**src/nhc_cfg.svh**
```systemverilog
// Register map, NAND command codes, field positions and timing counts of the NAND host controller
`ifndef NHC_CFG_SVH
`define NHC_CFG_SVH

`define NHC_OFS_CTRL      8'h00
`define NHC_OFS_COL       8'h04
`define NHC_OFS_ROW       8'h08
`define NHC_OFS_LEN       8'h0c
`define NHC_OFS_WDATA     8'h10
`define NHC_OFS_STATUS    8'h14
`define NHC_OFS_ID_LO     8'h18
`define NHC_OFS_ID_HI     8'h1c

`define NHC_CTRL_OP_LSB   0
`define NHC_CTRL_WP_BIT   3
`define NHC_CTRL_CLR_BIT  8
`define NHC_CTRL_WP_RST   1'b0

`define NHC_CMD_DATA_IN   8'h80
`define NHC_CMD_CACHE_WR  8'h15
`define NHC_CMD_PROG_CONF 8'h10
`define NHC_CMD_ERASE_SET 8'h60
`define NHC_CMD_ERASE_CNF 8'hd0
`define NHC_CMD_STATUS    8'h70
`define NHC_CMD_IDENT     8'h90
`define NHC_CMD_RESET     8'hff
`define NHC_ID_ADDR       8'h00

`define NHC_ADDR_PAGE     3'd5
`define NHC_ADDR_BLOCK    3'd3
`define NHC_ADDR_ID       3'd1
`define NHC_ID_BYTES      3'd5
`define NHC_STAT_BYTES    3'd1
`define NHC_PAGE_BYTES    13'd4352
`define NHC_PAGE_WORDS    13'd2176

`define NHC_SR_CUR_FAIL   0
`define NHC_SR_PREV_FAIL  1
`define NHC_SR_PROG_IDLE  5
`define NHC_SR_CACHE_RDY  6
`define NHC_SR_UNPROT     7

`define NHC_ID3_DIE_LSB   0
`define NHC_ID3_CELL_LSB  2
`define NHC_ID3_SIM_LSB   4
`define NHC_ID3_ILV_BIT   6
`define NHC_ID3_CACHE_BIT 7

`define NHC_CLK_NS        100
`define NHC_T_STROBE_NS   50
`define NHC_T_WB_NS       200
`define NHC_STROBE_CYC    ((`NHC_T_STROBE_NS + `NHC_CLK_NS - 1) / `NHC_CLK_NS)
`define NHC_WB_CYC        ((`NHC_T_WB_NS + `NHC_CLK_NS - 1) / `NHC_CLK_NS)

`endif

```
**src/nhc_pkg.sv**
```systemverilog
// Types shared by the NAND host controller modules
package nhc_pkg;

  typedef enum logic [2:0] {
    OP_NONE  = 3'h0,
    OP_LOAD  = 3'h1,
    OP_PROG  = 3'h2,
    OP_ERASE = 3'h3,
    OP_STAT  = 3'h4,
    OP_ID    = 3'h5,
    OP_RST   = 3'h6,
    OP_BAD   = 3'h7
  } nhc_op_e;

  typedef enum logic [1:0] {
    CYC_CMD  = 2'h0,
    CYC_ADDR = 2'h1,
    CYC_WR   = 2'h2,
    CYC_RD   = 2'h3
  } nhc_cyc_e;

  typedef enum logic [8:0] {
    S_IDLE   = 9'h001,
    S_PRERB  = 9'h002,
    S_CMD1   = 9'h004,
    S_ADDR   = 9'h008,
    S_WDAT   = 9'h010,
    S_CMD2   = 9'h020,
    S_RDAT   = 9'h040,
    S_TWB    = 9'h080,
    S_POSTRB = 9'h100
  } nhc_state_e;

  typedef enum logic [3:0] {
    P_IDLE  = 4'h1,
    P_SETUP = 4'h2,
    P_LOW   = 4'h4,
    P_HIGH  = 4'h8
  } nhc_pin_e;

  typedef struct packed {
    logic [7:0] cmd1;
    logic [2:0] addr_n;
    logic       data;
    logic       has2;
    logic [7:0] cmd2;
    logic [2:0] rd_n;
    logic       pre;
  } nhc_seq_s;

endpackage : nhc_pkg

```
**src/nhc_cyc_if.sv**
```systemverilog
// One bus-cycle request between the sequencer and the pin driver
`timescale 1ns/1ps
interface nhc_cyc_if #(parameter int DW = 8);
  logic              req;
  nhc_pkg::nhc_cyc_e kind;
  logic [DW-1:0]     wdata;
  logic              done;
  logic [DW-1:0]     rdata;

  modport seq (input req, input kind, input wdata, output done, output rdata);
  modport ctl (output req, output kind, output wdata, input done, input rdata);
endinterface : nhc_cyc_if

```
**src/nhc_pin_seq.sv**
```systemverilog
// Pin driver: one command, address, data-in or data-out cycle on the NAND bus
`timescale 1ns/1ps
`include "nhc_cfg.svh"
module nhc_pin_seq #(
  parameter int DW         = 8,
  parameter int STROBE_CYC = `NHC_STROBE_CYC
) (
  input  wire logic          pclk,     // System clock
  input  wire logic          presetn,  // Async reset, active low
  nhc_cyc_if.seq             cyc,      // Cycle request from sequencer
  input  wire logic [DW-1:0] dq_in,    // Bus level from device
  output logic               cle,      // Command latch enable
  output logic               ale,      // Address latch enable
  output logic               we_n,     // Write strobe
  output logic               read_strobe_n, // Read strobe
  output logic [DW-1:0]      dq_out,   // Bus drive value
  output logic               dq_oe     // Bus driven when high
);

  // The strobe counter is four bits wide
  if (STROBE_CYC < 1 || STROBE_CYC > 15) $error("nhc_pin_seq: STROBE_CYC out of range");

  nhc_pkg::nhc_pin_e state_ff;
  logic [3:0]        cnt_ff;
  logic              rd_ff;
  logic [DW-1:0]     rdata_ff;

  always_ff @(posedge pclk or negedge presetn)
  begin
    if (!presetn)
    begin
      state_ff <= nhc_pkg::P_IDLE;
      cnt_ff   <= 4'h0;
    end
    else
    begin
      case (state_ff)
        nhc_pkg::P_IDLE:  if (cyc.req) state_ff <= nhc_pkg::P_SETUP;
        nhc_pkg::P_SETUP:
        begin
          state_ff <= nhc_pkg::P_LOW;
          cnt_ff   <= 4'(STROBE_CYC - 1);
        end
        nhc_pkg::P_LOW:
        begin
          if (cnt_ff == 4'h0) state_ff <= nhc_pkg::P_HIGH;
          else cnt_ff <= cnt_ff - 4'h1;
        end
        nhc_pkg::P_HIGH:  state_ff <= nhc_pkg::P_IDLE;
        default:          state_ff <= nhc_pkg::P_IDLE;
      endcase
    end
  end

  // Data stays driven through the high phase to cover the hold time
  always_ff @(posedge pclk or negedge presetn)
  begin
    if (!presetn)
    begin
      cle           <= 1'b0;
      ale           <= 1'b0;
      we_n          <= 1'b1;
      read_strobe_n <= 1'b1;
      dq_out        <= '0;
      dq_oe         <= 1'b0;
      rd_ff         <= 1'b0;
      rdata_ff      <= '0;
    end
    else
    begin
      if (state_ff == nhc_pkg::P_IDLE && cyc.req)
      begin
        cle    <= cyc.kind == nhc_pkg::CYC_CMD;
        ale    <= cyc.kind == nhc_pkg::CYC_ADDR;
        dq_out <= cyc.wdata;
        dq_oe  <= cyc.kind != nhc_pkg::CYC_RD;
        rd_ff  <= cyc.kind == nhc_pkg::CYC_RD;
      end
      if (state_ff == nhc_pkg::P_SETUP)
      begin
        we_n          <= rd_ff;
        read_strobe_n <= !rd_ff;
      end
      if (state_ff == nhc_pkg::P_LOW && cnt_ff == 4'h0)
      begin
        we_n          <= 1'b1;
        read_strobe_n <= 1'b1;
        if (rd_ff) rdata_ff <= dq_in;
      end
      if (state_ff == nhc_pkg::P_HIGH)
      begin
        cle   <= 1'b0;
        ale   <= 1'b0;
        dq_oe <= 1'b0;
      end
    end
  end

  assign cyc.done  = state_ff == nhc_pkg::P_HIGH;
  assign cyc.rdata = rdata_ff;
endmodule : nhc_pin_seq

```
**src/nhc_top.sv**
```systemverilog
// NAND host controller: APB registers, operation sequencer and NAND pin driver
//
// Our own choices: the APB register port and the register addresses.
`timescale 1ns/1ps
`include "nhc_cfg.svh"
module nhc_top #(
  parameter int DW        = 8,
  parameter int PAGE_BITS = 6,
  parameter int WB_CYC    = `NHC_WB_CYC
) (
  input  wire logic          pclk,          // System clock, 10 MHz
  input  wire logic          presetn,       // Async reset, active low
  input  wire logic [7:0]    paddr,         // APB address
  input  wire logic          psel,          // APB select
  input  wire logic          penable,       // APB enable
  input  wire logic          pwrite,        // APB direction
  input  wire logic [31:0]   pwdata,        // APB write data
  output logic [31:0]        prdata,        // APB read data
  output logic               pready,        // APB ready
  output logic               pslverr,       // APB error
  output logic               ce_n,          // NAND chip enable
  output logic               cle,           // NAND command latch
  output logic               ale,           // NAND address latch
  output logic               we_n,          // NAND write strobe
  output logic               read_strobe_n, // NAND read strobe
  output logic               wp_n,          // NAND write protect
  input  wire logic [DW-1:0] dq_in,         // NAND bus in
  output logic [DW-1:0]      dq_out,        // NAND bus out
  output logic               dq_oe,         // NAND bus drive enable
  input  wire logic          ready_busy_pin // NAND ready/busy
);

  localparam int BLK_W = 24 - PAGE_BITS;

  // Refuse sizes that the counters and the row split cannot hold
  if (DW != 8 && DW != 16) $error("nhc_top: DW must be 8 or 16");
  if (PAGE_BITS < 1 || PAGE_BITS > 12) $error("nhc_top: PAGE_BITS out of range");
  if (WB_CYC < 1 || WB_CYC > 255) $error("nhc_top: WB_CYC out of range");

  localparam logic [12:0] PAGE_LEN = (DW == 16) ? `NHC_PAGE_WORDS : `NHC_PAGE_BYTES;

  nhc_cyc_if #(.DW(DW)) cyc ();

  nhc_pkg::nhc_state_e state_ff;
  nhc_pkg::nhc_op_e    op_ff;
  nhc_pkg::nhc_op_e    try_op;
  nhc_pkg::nhc_seq_s   seq;
  nhc_pkg::nhc_seq_s   try_seq;
  logic [12:0]         cnt_ff;
  logic [7:0]          wb_ff;
  logic [15:0]         col_ff;
  logic [23:0]         row_ff;
  logic [12:0]         len_ff;
  logic [DW-1:0]       wdat_ff;
  logic                wdat_full_ff;
  logic                wp_en_ff;
  logic                refused_ff;
  logic                cache_open_ff;
  logic [BLK_W-1:0]    cache_blk_ff;
  logic [7:0]          stat_ff;
  logic [7:0]          id_ff [0:4];
  logic [31:0]         prdata_ff;
  logic                wr;
  logic                start;
  logic                refuse;
  logic                blk_ok;
  logic                is_prog;

  function automatic nhc_pkg::nhc_seq_s seq_of(input nhc_pkg::nhc_op_e op);
    nhc_pkg::nhc_seq_s s;
    s = '0;
    case (op)
      nhc_pkg::OP_LOAD:  s = '{`NHC_CMD_DATA_IN, `NHC_ADDR_PAGE, 1'b1, 1'b1, `NHC_CMD_CACHE_WR, 3'd0, 1'b1};
      nhc_pkg::OP_PROG:  s = '{`NHC_CMD_DATA_IN, `NHC_ADDR_PAGE, 1'b1, 1'b1, `NHC_CMD_PROG_CONF, 3'd0, 1'b1};
      nhc_pkg::OP_ERASE: s = '{`NHC_CMD_ERASE_SET, `NHC_ADDR_BLOCK, 1'b0, 1'b1, `NHC_CMD_ERASE_CNF, 3'd0, 1'b1};
      nhc_pkg::OP_STAT:  s = '{`NHC_CMD_STATUS, 3'd0, 1'b0, 1'b0, 8'h00, `NHC_STAT_BYTES, 1'b0};
      nhc_pkg::OP_ID:    s = '{`NHC_CMD_IDENT, `NHC_ADDR_ID, 1'b0, 1'b0, 8'h00, `NHC_ID_BYTES, 1'b1};
      nhc_pkg::OP_RST:   s = '{`NHC_CMD_RESET, 3'd0, 1'b0, 1'b0, 8'h00, 3'd0, 1'b0};
      default:           s = '0;
    endcase
    return s;
  endfunction : seq_of

  function automatic logic [7:0] addr_byte(input nhc_pkg::nhc_op_e op, input logic [2:0] idx,
                                           input logic [15:0] col, input logic [23:0] row);
    logic [39:0] all;
    all = (op == nhc_pkg::OP_ERASE) ? {16'h0000, row} :
          (op == nhc_pkg::OP_ID)    ? {32'h0000_0000, `NHC_ID_ADDR} : {row, col};
    return all[{idx, 3'b000} +: 8];
  endfunction : addr_byte

  function automatic logic hit(input logic [7:0] a);
    return a[1:0] == 2'b00 && a <= `NHC_OFS_ID_HI;
  endfunction : hit

  // Stalling a data write while the holding register is full keeps the page stream lossless
  assign pready  = !(psel && penable && pwrite && paddr == `NHC_OFS_WDATA && wdat_full_ff);
  assign pslverr = psel && penable && !hit(paddr);
  assign prdata  = prdata_ff;
  assign wr      = psel && penable && pready && pwrite && hit(paddr);
  assign start   = wr && paddr == `NHC_OFS_CTRL && pwdata[`NHC_CTRL_OP_LSB +: 3] != 3'h0;

  always_comb
  begin
    try_op  = nhc_pkg::nhc_op_e'(pwdata[`NHC_CTRL_OP_LSB +: 3]);
    try_seq = seq_of(try_op);
    seq     = seq_of(op_ff);
    is_prog = try_op == nhc_pkg::OP_LOAD || try_op == nhc_pkg::OP_PROG;
    blk_ok  = row_ff[23:PAGE_BITS] == cache_blk_ff;
    refuse  = state_ff != nhc_pkg::S_IDLE || try_op == nhc_pkg::OP_BAD;
    if (cache_open_ff && !(is_prog || try_op == nhc_pkg::OP_STAT || try_op == nhc_pkg::OP_RST))
      refuse = 1'b1;
    if (cache_open_ff && is_prog && !blk_ok)
      refuse = 1'b1;
    if (is_prog && (len_ff == 13'd0 || len_ff > PAGE_LEN))
      refuse = 1'b1;
  end

  always_comb
  begin
    cyc.req   = 1'b0;
    cyc.kind  = nhc_pkg::CYC_CMD;
    cyc.wdata = '0;
    case (state_ff)
      nhc_pkg::S_CMD1:
      begin
        cyc.req   = 1'b1;
        cyc.wdata = DW'(seq.cmd1);
      end
      nhc_pkg::S_ADDR:
      begin
        cyc.req   = 1'b1;
        cyc.kind  = nhc_pkg::CYC_ADDR;
        cyc.wdata = DW'(addr_byte(op_ff, cnt_ff[2:0], col_ff, row_ff));
      end
      nhc_pkg::S_WDAT:
      begin
        cyc.req   = wdat_full_ff;
        cyc.kind  = nhc_pkg::CYC_WR;
        cyc.wdata = wdat_ff;
      end
      nhc_pkg::S_CMD2:
      begin
        cyc.req   = 1'b1;
        cyc.wdata = DW'(seq.cmd2);
      end
      nhc_pkg::S_RDAT:
      begin
        cyc.req   = 1'b1;
        cyc.kind  = nhc_pkg::CYC_RD;
      end
      default: cyc.req = 1'b0;
    endcase
  end

  always_ff @(posedge pclk or negedge presetn)
  begin
    if (!presetn)
    begin
      state_ff <= nhc_pkg::S_IDLE;
      op_ff    <= nhc_pkg::OP_NONE;
      cnt_ff   <= 13'd0;
      wb_ff    <= 8'h00;
    end
    else
    begin
      case (state_ff)
        nhc_pkg::S_IDLE:
          if (start && !refuse)
          begin
            op_ff    <= try_op;
            cnt_ff   <= 13'd0;
            state_ff <= try_seq.pre ? nhc_pkg::S_PRERB : nhc_pkg::S_CMD1;
          end
        nhc_pkg::S_PRERB:  if (ready_busy_pin) state_ff <= nhc_pkg::S_CMD1;
        // each op issues its own command
        // Reset goes straight to the busy wait, so the delay is armed here as well
        nhc_pkg::S_CMD1:
          if (cyc.done)
          begin
            state_ff <= seq.addr_n != 3'd0 ? nhc_pkg::S_ADDR :
                        seq.rd_n != 3'd0   ? nhc_pkg::S_RDAT : nhc_pkg::S_TWB;
            wb_ff    <= 8'(WB_CYC);
          end
        nhc_pkg::S_ADDR:
          if (cyc.done)
          begin
            if (cnt_ff[2:0] == seq.addr_n - 3'd1)
            begin
              state_ff <= seq.data ? nhc_pkg::S_WDAT : seq.has2 ? nhc_pkg::S_CMD2 : nhc_pkg::S_RDAT;
              if (seq.data || !seq.has2) cnt_ff <= 13'd0;
            end
            else cnt_ff <= cnt_ff + 13'd1;
          end
        nhc_pkg::S_WDAT:
          if (cyc.done)
          begin
            if (cnt_ff == len_ff - 13'd1) state_ff <= nhc_pkg::S_CMD2;
            else cnt_ff <= cnt_ff + 13'd1;
          end
        nhc_pkg::S_CMD2:
          if (cyc.done)
          begin
            state_ff <= nhc_pkg::S_TWB;
            wb_ff    <= 8'(WB_CYC);
          end
        nhc_pkg::S_RDAT:
          if (cyc.done)
          begin
            if (cnt_ff[2:0] == seq.rd_n - 3'd1) state_ff <= nhc_pkg::S_IDLE;
            else cnt_ff <= cnt_ff + 13'd1;
          end
        // Ready/busy only falls some time after the strobe, so it is not trusted at once
        nhc_pkg::S_TWB:
          if (wb_ff <= 8'h01) state_ff <= nhc_pkg::S_POSTRB;
          else wb_ff <= wb_ff - 8'h01;
        nhc_pkg::S_POSTRB: if (ready_busy_pin) state_ff <= nhc_pkg::S_IDLE;
        default:           state_ff <= nhc_pkg::S_IDLE;
      endcase
    end
  end

  always_ff @(posedge pclk or negedge presetn)
  begin
    if (!presetn)
    begin
      col_ff   <= 16'h0000;
      row_ff   <= 24'h00_0000;
      len_ff   <= 13'd0;
      wp_en_ff <= `NHC_CTRL_WP_RST;
    end
    else if (wr)
    begin
      if (paddr == `NHC_OFS_CTRL) wp_en_ff <= pwdata[`NHC_CTRL_WP_BIT];
      if (state_ff == nhc_pkg::S_IDLE)
      begin
        if (paddr == `NHC_OFS_COL) col_ff <= pwdata[15:0];
        if (paddr == `NHC_OFS_ROW) row_ff <= pwdata[23:0];
        if (paddr == `NHC_OFS_LEN) len_ff <= pwdata[12:0];
      end
    end
  end

  assign wp_n = wp_en_ff;

  always_ff @(posedge pclk or negedge presetn)
  begin
    if (!presetn)
    begin
      wdat_ff      <= '0;
      wdat_full_ff <= 1'b0;
      refused_ff   <= 1'b0;
    end
    else
    begin
      if (wr && paddr == `NHC_OFS_WDATA) wdat_ff <= pwdata[DW-1:0];
      wdat_full_ff <= (wr && paddr == `NHC_OFS_WDATA) ||
                      (wdat_full_ff && !(state_ff == nhc_pkg::S_WDAT && cyc.done));
      refused_ff   <= (start && refuse) ||
                      (refused_ff && !(wr && paddr == `NHC_OFS_CTRL && pwdata[`NHC_CTRL_CLR_BIT]));
    end
  end

  always_ff @(posedge pclk or negedge presetn)
  begin
    if (!presetn)
    begin
      cache_open_ff <= 1'b0;
      cache_blk_ff  <= '0;
      stat_ff       <= 8'h00;
    end
    else
    begin
      if (state_ff == nhc_pkg::S_POSTRB && ready_busy_pin)
      begin
        if (op_ff == nhc_pkg::OP_LOAD)
        begin
          cache_open_ff <= 1'b1;
          cache_blk_ff  <= row_ff[23:PAGE_BITS];
        end
        else if (op_ff == nhc_pkg::OP_PROG || op_ff == nhc_pkg::OP_RST) cache_open_ff <= 1'b0;
      end
      if (state_ff == nhc_pkg::S_RDAT && cyc.done && op_ff == nhc_pkg::OP_STAT)
      begin
        stat_ff <= cyc.rdata[7:0];
        if (cyc.rdata[`NHC_SR_PROG_IDLE]) cache_open_ff <= 1'b0;
      end
    end
  end

  always_ff @(posedge pclk or negedge presetn)
  begin
    if (!presetn)
    begin
      for (int i = 0; i < 5; i++) id_ff[i] <= 8'h00;
    end
    else if (state_ff == nhc_pkg::S_RDAT && cyc.done && op_ff == nhc_pkg::OP_ID)
      id_ff[cnt_ff[2:0]] <= cyc.rdata[7:0];
  end

  always_ff @(posedge pclk or negedge presetn)
  begin
    if (!presetn) prdata_ff <= 32'h0000_0000;
    else if (psel && !penable && !pwrite)
    begin
      case (paddr)
        `NHC_OFS_CTRL:   prdata_ff <= {28'h000_0000, wp_en_ff, 3'h0};
        `NHC_OFS_COL:    prdata_ff <= {16'h0000, col_ff};
        `NHC_OFS_ROW:    prdata_ff <= {8'h00, row_ff};
        `NHC_OFS_LEN:    prdata_ff <= {19'h0_0000, len_ff};
        `NHC_OFS_WDATA:  prdata_ff <= 32'(wdat_ff);
        `NHC_OFS_STATUS: prdata_ff <= {16'h0000, stat_ff, 4'h0, cache_open_ff, refused_ff,
                                       ready_busy_pin, state_ff != nhc_pkg::S_IDLE};
        `NHC_OFS_ID_LO:  prdata_ff <= {id_ff[3], id_ff[2], id_ff[1], id_ff[0]};
        `NHC_OFS_ID_HI:  prdata_ff <= {16'h0000, id_ff[2][`NHC_ID3_CACHE_BIT], id_ff[2][`NHC_ID3_ILV_BIT],
                                       id_ff[2][`NHC_ID3_SIM_LSB +: 2], id_ff[2][`NHC_ID3_CELL_LSB +: 2],
                                       id_ff[2][`NHC_ID3_DIE_LSB +: 2], id_ff[4]};
        default:         prdata_ff <= 32'h0000_0000;
      endcase
    end
  end

  always_ff @(posedge pclk or negedge presetn)
  begin
    if (!presetn) ce_n <= 1'b1;
    else ce_n <= state_ff == nhc_pkg::S_IDLE;
  end

  nhc_pin_seq #(.DW(DW)) u_pins (
    .pclk          (pclk),
    .presetn       (presetn),
    .cyc           (cyc.seq),
    .dq_in         (dq_in),
    .cle           (cle),
    .ale           (ale),
    .we_n          (we_n),
    .read_strobe_n (read_strobe_n),
    .dq_out        (dq_out),
    .dq_oe         (dq_oe)
  );
endmodule : nhc_top

```
**config.mk**
```make
export PLATFORM = sky130hd
export DESIGN_NAME = nhc_top
export DESIGN_NICKNAME = d
export VERILOG_FILES = /design/src/nhc_pkg.sv /design/src/nhc_cyc_if.sv /design/src/nhc_pin_seq.sv /design/src/nhc_top.sv
export VERILOG_INCLUDE_DIRS = /design/src
export SDC_FILE = /design/constraint.sdc
export NUM_CORES = 1
export LEC_CHECK = 0
export CAP_MARGIN = 20
export CORE_MARGIN = 2
export CORE_UTILIZATION = 30
export CTS_CLUSTER_SIZE = 30
export DETAILED_ROUTE_END_ITERATION = 7
export DONT_BUFFER_PORTS = 1
export PLACE_DENSITY = 0.44
export REMOVE_ABC_BUFFERS = 1
export SLEW_MARGIN = 20
export SYNTH_ARGS = -nofsm -noshare
export SYNTH_HDL_FRONTEND = slang
export SYNTH_HIERARCHICAL = 1
export SYNTH_SLANG_ARGS = --single-unit
```
**constraint.sdc**
```tcl
create_clock -name pclk -period 3.9 [get_ports pclk]
set_input_delay 0.195 -clock pclk [delete_from_list [all_inputs] [get_ports pclk]]
set_output_delay 0.195 -clock pclk [all_outputs]
set_load 0.05 [all_outputs]
```
==> impl_metrics.env, run 1 <==
export IMPL_timing_final_crit_share=0.882
export IMPL_slowest_delay_ns=0.64
export IMPL_worstPathMaxFanout=9
export IMPL_io_buffers=0
export IMPL_avgSynthCellArea_um2=11.1
export IMPL_setup_slack_ns=0.462
export IMPL_vias=8877
export IMPL_regToRegSetupSlack_ns=0.46
export IMPL_drt_initial_drc_count=773
export IMPL_drv_cap=0
export IMPL_wirelength_um=37300
export IMPL_grt_pass1_wl_um=56500
export IMPL_setup_viol=0
export IMPL_ctsLongestPathBuffers=3
export IMPL_hold_class="input port to async pin"
export IMPL_htree_levels=1
export IMPL_skew_ns=0.0112
export IMPL_synth_adder_area_share=0.00618
export IMPL_synth_edf_count=0
export IMPL_timing_rr_end="state_ff[4]"
export IMPL_cts_sinks=227
export IMPL_num_nets_final=1163
export IMPL_synth_simple_gate_area_share=0.145
export IMPL_dpl_worst_slack_ns=0.454
export IMPL_placed_cells=1559
export IMPL_drt_wirelength_per_cell_um=22.7
export IMPL_hold_buffers=35
export IMPL_numCtsBuffers=26
export IMPL_synth_compound_area_frac=0.131
export IMPL_die_height_um=202
export IMPL_drc=0
export IMPL_drtAntennaViolNets=0
export IMPL_crit_path_start="len_ff[0]"
export IMPL_rsz0062_at_grt="false"
export IMPL_syn_area_mm2=0.0117
export IMPL_place_gp_congestion=0.873
export IMPL_grt_total_usage=0.181
export IMPL_setup_tns_ns=0
export IMPL_cpLargestDelayFamily="simple AND/OR/NAND/NOR gates"
export IMPL_ys_types=83
export IMPL_min_period_ns=3.44
export IMPL_crit_end="state_ff[4]"
export IMPL_path_depth=10
export IMPL_synthMuxAreaShare=0.166
export IMPL_drive_gt1_frac=0.239
export IMPL_initial_core_util=0.304
export IMPL_p_leak_nw=6.21
export IMPL_core_area_mm2=0.0386
export IMPL_crit_path_end_kind="flop"
export IMPL_rows=72
export IMPL_fin_util=0.352
export IMPL_grt_pass1_vias=8843
export IMPL_io_pin_count=103
export IMPL_crit_arrival_ns=3.88
export IMPL_ys_warn_count=6
export IMPL_synth_cells=1059
export IMPL_fillers=3868
export IMPL_synth_seq_cells=227
export IMPL_clock_fmax_mhz=291
export IMPL_reg2reg_depth=10
export IMPL_yosysSeqAreaShare=0.484
export IMPL_clk_pin_slew_ns=0.06
export IMPL_status="complete, but fails checks"
export IMPL_clkLatencyLatePin_ns=0.56
export IMPL_report_final_slew_viol_count=0
export IMPL_post_cts_buffers=0
export IMPL_place_detailed_hpwl_um=26200
export IMPL_ys_flop_type="dfrtp_1"
export IMPL_synth_xor_area_frac=0.0336
export IMPL_worst_pin_slew_ns=0.873
export IMPL_hold_slack_ns=-0.676
export IMPL_syn2layout_area_growth_pct=15.9
export IMPL_max_vdd_ir_drop_v=0.000304
export IMPL_fin_cells=1643
export IMPL_startpoint_type="flop"
export IMPL_regArea_mm2=0.00569
export IMPL_root_buffer="clkbuf_16"
export IMPL_path_class="flop to flop"
export IMPL_die_w_um=202
export IMPL_async_flop_share=1.00
export IMPL_critPathSlowestCell="or4b_1"
export IMPL_grt_overflow_total=0
export IMPL_synth_top_family_by_area="multiplexers"
export IMPL_powerDensity_mw_per_mm2=415
export IMPL_cp_num_buf_inv=1
export IMPL_r2r_start="len_ff[0]"
export IMPL_cts_tree="done"
export IMPL_critPathRequiredTime_ns=4.34
export IMPL_vias_per_cell=5.40
export IMPL_hold_violations=227
export IMPL_power_total_mw=5.65
export IMPL_cp_cell_sequence="inv_1, ha_1, or4b_1, nor3_1, xnor2_1, nand4_1, a2111oi_4, o21ai_1, a211o_1, mux2_4"
export IMPL_slew_headroom=0.403
export IMPL_multiInputGateArea_mm2=0.00567
export IMPL_cts_resized=0
export IMPL_grt_max_degree=228
export IMPL_violations="hold timing"
export IMPL_dr_pass1_iters=6
export IMPL_antenna_found_initial=0
export IMPL_die_area_mm2=0.0408
[cell families after synthesis]
| family | Yosys count |
|---|---|
| buf+inv | 85 |
| compound gates | 208 |
| fa+ha+maj | 6 |
| simple gates | 321 |
| mux | 167 |
| xor+xnor | 45 |
| flops | 227 |
[placed cells by master (no fill, tap or decap), types with 7 or more instances in the layout]
cell type	netlist	routed
dfrtp_1	222	222
mux2_2	137	137
nand2_1	100	100
nor2_1	59	59
o21ai_0	39	39
buf_4	2	39
dlygate4sd3_1	0	35
inv_1	28	28
clkbuf_16	0	26
nand3_1	25	25
nor3_1	24	24
xor2_1	23	23
xnor2_1	22	22
a21oi_1	19	19
a222oi_1	19	19
mux2i_1	18	18
a22oi_1	16	16
a31oi_1	16	16
nand2b_1	14	14
o211ai_1	13	13
and3_1	12	12
nand4_1	11	11
nor4_1	10	10
a22o_1	10	10
o2bb2ai_1	10	10
a221oi_1	9	9
clkinv_2	0	8
mux4_2	7	7
a21o_1	7	7
[per-layer routing]
metal / up-vias / track usage / share of wire
li1: 4030 / - / -
met1: 4455 / 0.248 / 0.44
met2: 326 / 0.286 / 0.46
met3: 66 / 0.0374 / 0.063
met4: 0 / 0.0601 / 0.034
met5: - / 0 / 0
[where the power goes]
part | switching, mW | total [mW] | internal [mW] | leakage (nW)
registers | 0.215 | 2.66 | 2.44 | 3.10
clock network | 1.05 | 2.44 | 1.40 | 0.424
logic | 0.311 | 0.549 | 0.239 | 2.69
total | 1.57 | 5.65 | 4.08 | 6.21
[synth_stat cells, types with 6 or more instances]
library cell,n,area [um2]
nor3_1,24,120
and3_1,12,75.1
nand3_1,25,125
a22o_1,10,87.6
mux4_2,7,158
nand2_1,100,375
or2_2,6,37.5
nor4_1,10,62.6
a222oi_1,19,190
a21oi_1,19,95.1
nor2_1,59,221
nand2b_1,14,87.6
mux2i_1,18,180
mux2_2,137,1540
o22ai_1,6,37.5
nand4_1,11,68.8
nor3b_1,6,45.0
a22oi_1,16,120
o2bb2ai_1,10,87.6
or3_1,6,37.5
dfrtp_1,222,5560
buf_2,7,35.0
a21o_1,7,52.6
clkbuf_1,37,139
o21ai_0,39,195
inv_1,28,105
xnor2_1,22,193
o211ai_1,13,97.6
xor2_1,23,201
a31oi_1,16,100
a221oi_1,9,78.8
[flip-flops by register name, summed over array words and instances, names as in the netlist, 3 cells and up]
| signal | flops |
|---|---|
| cache_blk_ff | 18 |
| cnt_ff | 13 |
| col_ff | 16 |
| id_ff | 40 |
| len_ff | 13 |
| op_ff | 3 |
| prdata | 32 |
| row_ff | 24 |
| stat_ff | 8 |
| state_ff | 9 |
| u_pins/cnt_ff | 4 |
| u_pins/cyc.rdata | 8 |
| u_pins/dq_out | 8 |
| u_pins/state_ff | 4 |
| wb_ff | 8 |
| wdat_ff | 8 |
[worst reg2reg max path, stage by stage (launching register included)]
cell and delay [ns]:
dfrtp_1 0.44, inv_1 0.08, ha_1 0.24, or4b_1 0.64, nor3_1 0.28, xnor2_1 0.14, nand4_1 0.14, a2111oi_4 0.31
o21ai_1 0.14, a211o_1 0.52, mux2_4 0.37
[per-stage QoR]
step                hold WS (ns)  instance area [um2]
finish                    -0.676                13600
global route              -0.708                13600
CTS                       -0.701                13600
detailed placement       -0.0941                12400
global placement         -0.0943                12400
floorplan                 -0.101                11500
[worst min-delay path by stage]
stage / start / end / slack [ns] / cells past startpoint
after global placement: presetn / id_ff[13] / -0.09 / 0
after floorplan: presetn / cache_blk_ff[0] / -0.10 / 0
after global routing: presetn / id_ff[13] / -0.71 / 0
final: presetn / prdata[29] / -0.68 / 0
after detailed placement: presetn / id_ff[13] / -0.09 / 0
after CTS: presetn / prdata[28] / -0.70 / 0
[final cells by class]
type                    instances  area share
clock buffers                  36      0.0542
multi-input cells             747       0.417
repair buffers                 74      0.0472
flip-flops and latches        227       0.418
well taps                     518      0.0476
clock inverters                12     0.00855
inverters                      28     0.00772
diodes                          1    0.000184
(Power assumes the default switching activity.)
==> run 2, diff against run 1 <==
PLACE_DENSITY = default   (was 0.44)
TNS_END_PERCENT = 30   (was default)
==> run 2 against run 1 <==
Net effect:
- the run still ends with hold timing left
- die area unchanged
- sequential share of layout area rose by 0.25 points
- cell count decreased by 0.91%
- fmax shrank 0.66%
- combinational power down 3%
- count of clock-buffer cells in the layout increased by 2
- clock power up 3%
- largest power group unchanged
- highest routed layer unchanged
==> impl_metrics.env, run 2 (same netlist as run 1, synthesis figures left out) <==
export IMPL_cts_resized=0
export IMPL_report_final_slew_viol_count=0
export IMPL_die_w_um=202
export IMPL_ctsLongestPathBuffers=3
export IMPL_max_vdd_ir_drop_v=0.000356
export IMPL_p_switching_mw=1.50
export IMPL_hold_violations=227
export IMPL_crit_arrival_ns=3.88
export IMPL_hold_slack_ns=-0.651
export IMPL_clockPowerShare=0.440
export IMPL_core_area_mm2=0.0386
export IMPL_grt_overflow_total=0
export IMPL_io_buffers=0
export IMPL_post_cts_buffers=0
export IMPL_p_sw_frac=0.263
export IMPL_initial_core_util=0.304
export IMPL_drt_wirelength_per_cell_um=21.3
export IMPL_powerDensity_mw_per_mm2=422
export IMPL_io_pin_count=103
export IMPL_timing_final_crit_share=0.887
export IMPL_final_area_mm2=0.0135
export IMPL_critPathRequiredTime_ns=4.32
export IMPL_fin_util=0.350
export IMPL_antenna_cells=0
export IMPL_drt_initial_drc_count=972
export IMPL_place_gp_congestion=0.865
export IMPL_slew_headroom=0.415
export IMPL_rsz0062_at_grt="false"
export IMPL_vias_per_cell=5.44
export IMPL_largest_register="id_ff"
export IMPL_drc=0
export IMPL_rows=72
export IMPL_fillers=3862
export IMPL_skew_ns=0.0217
export IMPL_clkLatencyLatePin_ns=0.55
export IMPL_min_period_ns=3.46
export IMPL_p_seq_frac=0.467
export IMPL_root_buffer="clkbuf_16"
export IMPL_syn2layout_area_growth_pct=15.2
export IMPL_dpl_cell_area_mm2=0.0123
export IMPL_grt_pass1_wl_um=53900
export IMPL_cts_sinks=227
export IMPL_antenna_found_initial=2
export IMPL_wirelength_um=34700
export IMPL_path_class="flop to flop"
export IMPL_grt_total_usage=0.170
export IMPL_grt_pass1_vias=8791
export IMPL_num_nets_final=1150
export IMPL_status="complete, but fails checks"
export IMPL_final_cell_mix="dfrtp_1, mux2_2, nand2_1"
export IMPL_hold_buffers=33
export IMPL_p_leak_nw=6.16
export IMPL_worstPathMaxFanout=9
export IMPL_htree_levels=1
export IMPL_die_area_mm2=0.0408
export IMPL_setup_tns_ns=0
export IMPL_dr_pass1_iters=5
export IMPL_violations="hold timing"
export IMPL_worst_pin_slew_ns=0.874
export IMPL_die_height_um=202
export IMPL_setup_viol=0
export IMPL_combPwrFrac=0.094
export IMPL_final_common_cell="dfrtp_1"
export IMPL_p_int_mw=4.20
export IMPL_crit_path_end_kind="flop"
export IMPL_power_total_mw=5.70
export IMPL_drive_gt1_frac=0.228
export IMPL_largest_reg_flops=40
export IMPL_clock_fmax_mhz=289
export IMPL_clk_pin_slew_ns=0.06
export IMPL_vias=8862
export IMPL_drv_cap=0
export IMPL_drtAntennaViolNets=0
export IMPL_place_detailed_hpwl_um=24500
export IMPL_cts_tree="done"
export IMPL_grt_max_degree=228
export IMPL_startpoint_type="flop"
export IMPL_hold_class="input port to async pin"
export IMPL_numCtsBuffers=25
[run 2: layout make-up]
cell class | instances | area, um2 | share of cell area
multi-input combinational | 747 | 5670 | 0.419
sequential | 227 | 5690 | 0.420
clock buffer | 38 | 714 | 0.0528
inverter | 28 | 105 | 0.00777
tap | 518 | 648 | 0.0479
timing repair buffer | 62 | 548 | 0.0405
clock inverter | 8 | 155 | 0.0115
[run 2: stage by stage]
| step | std cells | worst slack [ns] |
|---|---|---|
| 3_3_place_gp | 1549 | 0.494 |
| 5_1_grt | 1628 | 0.262 |
| 6_report | 1628 | 0.439 |
| 2_1_floorplan | 1002 | 0.786 |
| 4_1_cts | 1628 | 0.437 |
| 3_5_place_dp | 1549 | 0.434 |
[run 2: metal layers]
layer  vias up  track usage  part of all wire  routed length, um
met5         -            0                 0                  0
met2       340        0.275              0.47              16400
met3        65       0.0314             0.071               2480
met4         0       0.0452             0.028                967
met1      4450        0.233              0.43              14900
li1       4007            -                 -                  -
[run 2: power by group through the flow]
stage | clock network (mW) | registers, mW | logic [mW]
after detailed placement | 0 | 2.71 | 0.493
after floorplan | 0 | 2.67 | 0.362
after CTS | 2.56 | 2.66 | 0.534
final | 2.51 | 2.66 | 0.534
after global routing | 2.67 | 2.67 | 0.585
after global placement | 0 | 2.70 | 0.479
[run 2: worst paths after layout]
check | startpoint | to | slack, ns | cells after the start
setup / recovery | len_ff[0] | state_ff[6] | 0.44 | 10
hold reg to reg | stat_ff[1] | stat_ff[1] | 0.48 | 2
min in group pclk | paddr[4] | wdat_full_ff | 0.04 | 3
setup reg to reg | len_ff[0] | state_ff[6] | 0.44 | 10
hold / removal | presetn | prdata[26] | -0.65 | 0
max in group asynchronous | presetn | ce_n | 4.17 | 0
[run 2: worst max-delay path: stages (launching register included)]
cell and delay, ns:
dfrtp_1 0.44, inv_1 0.08, ha_1 0.24, or4b_1 0.66, nor3_1 0.30, xnor2_1 0.14
nand4_1 0.14, a2111oi_4 0.33, o21ai_1 0.13, a211o_1 0.52, mux2_4 0.37
==> run 3, diff against run 2 <==
CTS_BUF_LIST = sky130_fd_sc_hd__clkbuf_2 sky130_fd_sc_hd__clkbuf_4 sky130_fd_sc_hd__clkbuf_8   (was default)
clock period = 3.45 ns   (was 3.9 ns; I/O delays follow)
==> run 3 against run 2 <==
Net effect:
- via count grew 1.4%
- first-iteration DRC count fell by 12%
- routed wire length rose by 1.8%
- hold slack worse by 0.042 ns
- sequential share of layout area is 0.64 points lower
- largest power group unchanged
- count of clock-buffer cells in the layout increased by 30
- global-route usage is 0.36 points higher
- largest cell class unchanged
- the run still ends with hold timing left
- register-to-register slack lost 0.19 ns
- clock skew rose by 0.00057 ns
- power grew 15%
- clock power rose by 18%
- fmax grew 8.2%
==> impl_metrics.env, run 3 (same netlist as run 1, synthesis figures left out) <==
export IMPL_status="complete, but fails checks"
export IMPL_violations="hold timing"
export IMPL_place_detailed_hpwl_um=24800
export IMPL_worstPathMaxFanout=9
export IMPL_drv_cap=0
export IMPL_max_vdd_ir_drop_v=0.000374
export IMPL_grt_max_degree=228
export IMPL_p_switching_mw=1.77
export IMPL_report_final_slew_viol_count=0
export IMPL_reg2reg_depth=11
export IMPL_hold_class="input port to async pin"
export IMPL_io_pin_count=103
export IMPL_slew_headroom=0.413
export IMPL_cts_sinks=227
export IMPL_powerDensity_mw_per_mm2=478
export IMPL_die_height_um=202
export IMPL_crit_path_end_kind="flop"
export IMPL_num_nets_final=1180
export IMPL_final_common_cell="dfrtp_1"
export IMPL_grt_total_usage=0.173
export IMPL_fillers=3832
export IMPL_hold_buffers=33
export IMPL_regToRegSetupSlack_ns=0.25
export IMPL_p_seq_frac=0.458
export IMPL_antenna_found_initial=3
export IMPL_grt_pass1_wl_um=55200
export IMPL_p_leak_nw=6.31
export IMPL_setup_slack_ns=0.250
export IMPL_timing_rr_end="state_ff[4]"
export IMPL_clk_pin_slew_ns=0.06
export IMPL_numCtsBuffers=41
export IMPL_final_cell_mix="dfrtp_1, mux2_2, nand2_1"
export IMPL_dr_pass1_iters=7
export IMPL_place_gp_congestion=0.928
export IMPL_die_w_um=202
export IMPL_worst_pin_slew_ns=0.877
export IMPL_p_int_mw=4.80
export IMPL_root_buffer="clkbuf_8"
export IMPL_setup_tns_ns=0
export IMPL_critPathRequiredTime_ns=3.87
export IMPL_drt_wirelength_per_cell_um=21.1
export IMPL_rows=72
export IMPL_grt_pass1_vias=9003
export IMPL_startpoint_type="flop"
export IMPL_drc=0
export IMPL_htree_levels=2
export IMPL_hold_slack_ns=-0.693
export IMPL_largest_reg_flops=40
export IMPL_core_area_mm2=0.0386
export IMPL_skew_ns=0.0222
export IMPL_dpl_worst_slack_ns=0.223
export IMPL_cts_tree="done"
export IMPL_clock_fmax_mhz=312
export IMPL_vias_per_cell=5.37
export IMPL_combPwrFrac=0.093
export IMPL_rsz0062_at_grt="false"
export IMPL_r2r_start="len_ff[1]"
export IMPL_syn2layout_area_growth_pct=17.0
export IMPL_ctsLongestPathBuffers=3
export IMPL_clkLatencyLatePin_ns=0.55
export IMPL_p_sw_frac=0.269
export IMPL_clockPowerShare=0.449
export IMPL_drtAntennaViolNets=0
export IMPL_hold_violations=227
export IMPL_wirelength_um=35400
export IMPL_timing_final_crit_share=0.928
export IMPL_largest_register="id_ff"
export IMPL_initial_core_util=0.304
export IMPL_drive_gt1_frac=0.265
export IMPL_die_area_mm2=0.0408
export IMPL_path_class="flop to flop"
export IMPL_crit_arrival_ns=3.62
export IMPL_setup_viol=0
export IMPL_min_period_ns=3.20
export IMPL_grt_overflow_total=0
export IMPL_vias=8984
export IMPL_io_buffers=0
export IMPL_drt_initial_drc_count=857
-- run 3: area by class of cell --
class / instances / area, um2 / share of cell area
sequential: 227 / 5690 / 0.414
multi-input combinational: 747 / 5670 / 0.413
clock buffer: 68 / 842 / 0.0613
timing repair buffer: 76 / 653 / 0.0475
tap: 518 / 648 / 0.0472
clock inverter: 8 / 129 / 0.00938
inverter: 28 / 105 / 0.00765
antenna: 1 / 2.50 / 0.000182
-- run 3: worst max-delay path by stage --
| stage | from | to | slack, ns | depth (start not counted) |
|---|---|---|---|---|
| floorplan | len_ff[0] | state_ff[5] | 0.34 | 10 |
| global route | len_ff[3] | cnt_ff[3] | 0.05 | 8 |
| global placement | len_ff[1] | state_ff[6] | 0.23 | 11 |
| finish | len_ff[1] | state_ff[4] | 0.25 | 11 |
| detailed placement | len_ff[1] | state_ff[5] | 0.22 | 11 |
| CTS | len_ff[1] | state_ff[4] | 0.23 | 11 |
-- run 3: worst max-delay path: stages, from the launching register on --
cell	delay (ns)
dfrtp_1	0.41
inv_1	0.07
ha_1	0.15
or4b_1	0.46
buf_4	0.19
nor2_8	0.10
xor2_1	0.07
o221a_2	0.27
a2111oi_4	0.36
o21ai_1	0.13
a211o_1	0.51
mux2_4	0.36
-- run 3: stage by stage --
step                      utilization  power [mW]  area [um2]  std cells
after detailed placement        0.322        3.62       12400       1563
after global routing            0.356        6.84       13700       1673
after floorplan                     -        3.43       11500       1002
final                           0.356        6.57       13700       1673
after CTS                       0.355        6.64       13700       1672
after global placement          0.322        3.61       12400       1563
-- run 3: what timing repair did --
| item | CTS | global route |
|---|---|---|
| gates resized for setup | 0 | 0 |
| buffers inserted | 0 | 0 |
| hold endpoints to repair | 303 | 227 |
-- run 3: routing by layer --
metal	global-route usage	vias up	wire length, um
li1	-	4080	-
met1	0.235	4460	15100
met2	0.272	360	16100
met3	0.0398	84	3000
met4	0.0593	0	1190
met5	0	-	0
-- run 3: power by group through the flow --
stage                     clock network, mW  registers, mW  logic (mW)
after floorplan                           0           3.02       0.410
after global placement                    0           3.06       0.551
after detailed placement                  0           3.06       0.564
after CTS                              3.02           3.01       0.610
after global routing                   3.14           3.02       0.673
final                                  2.95           3.01       0.611
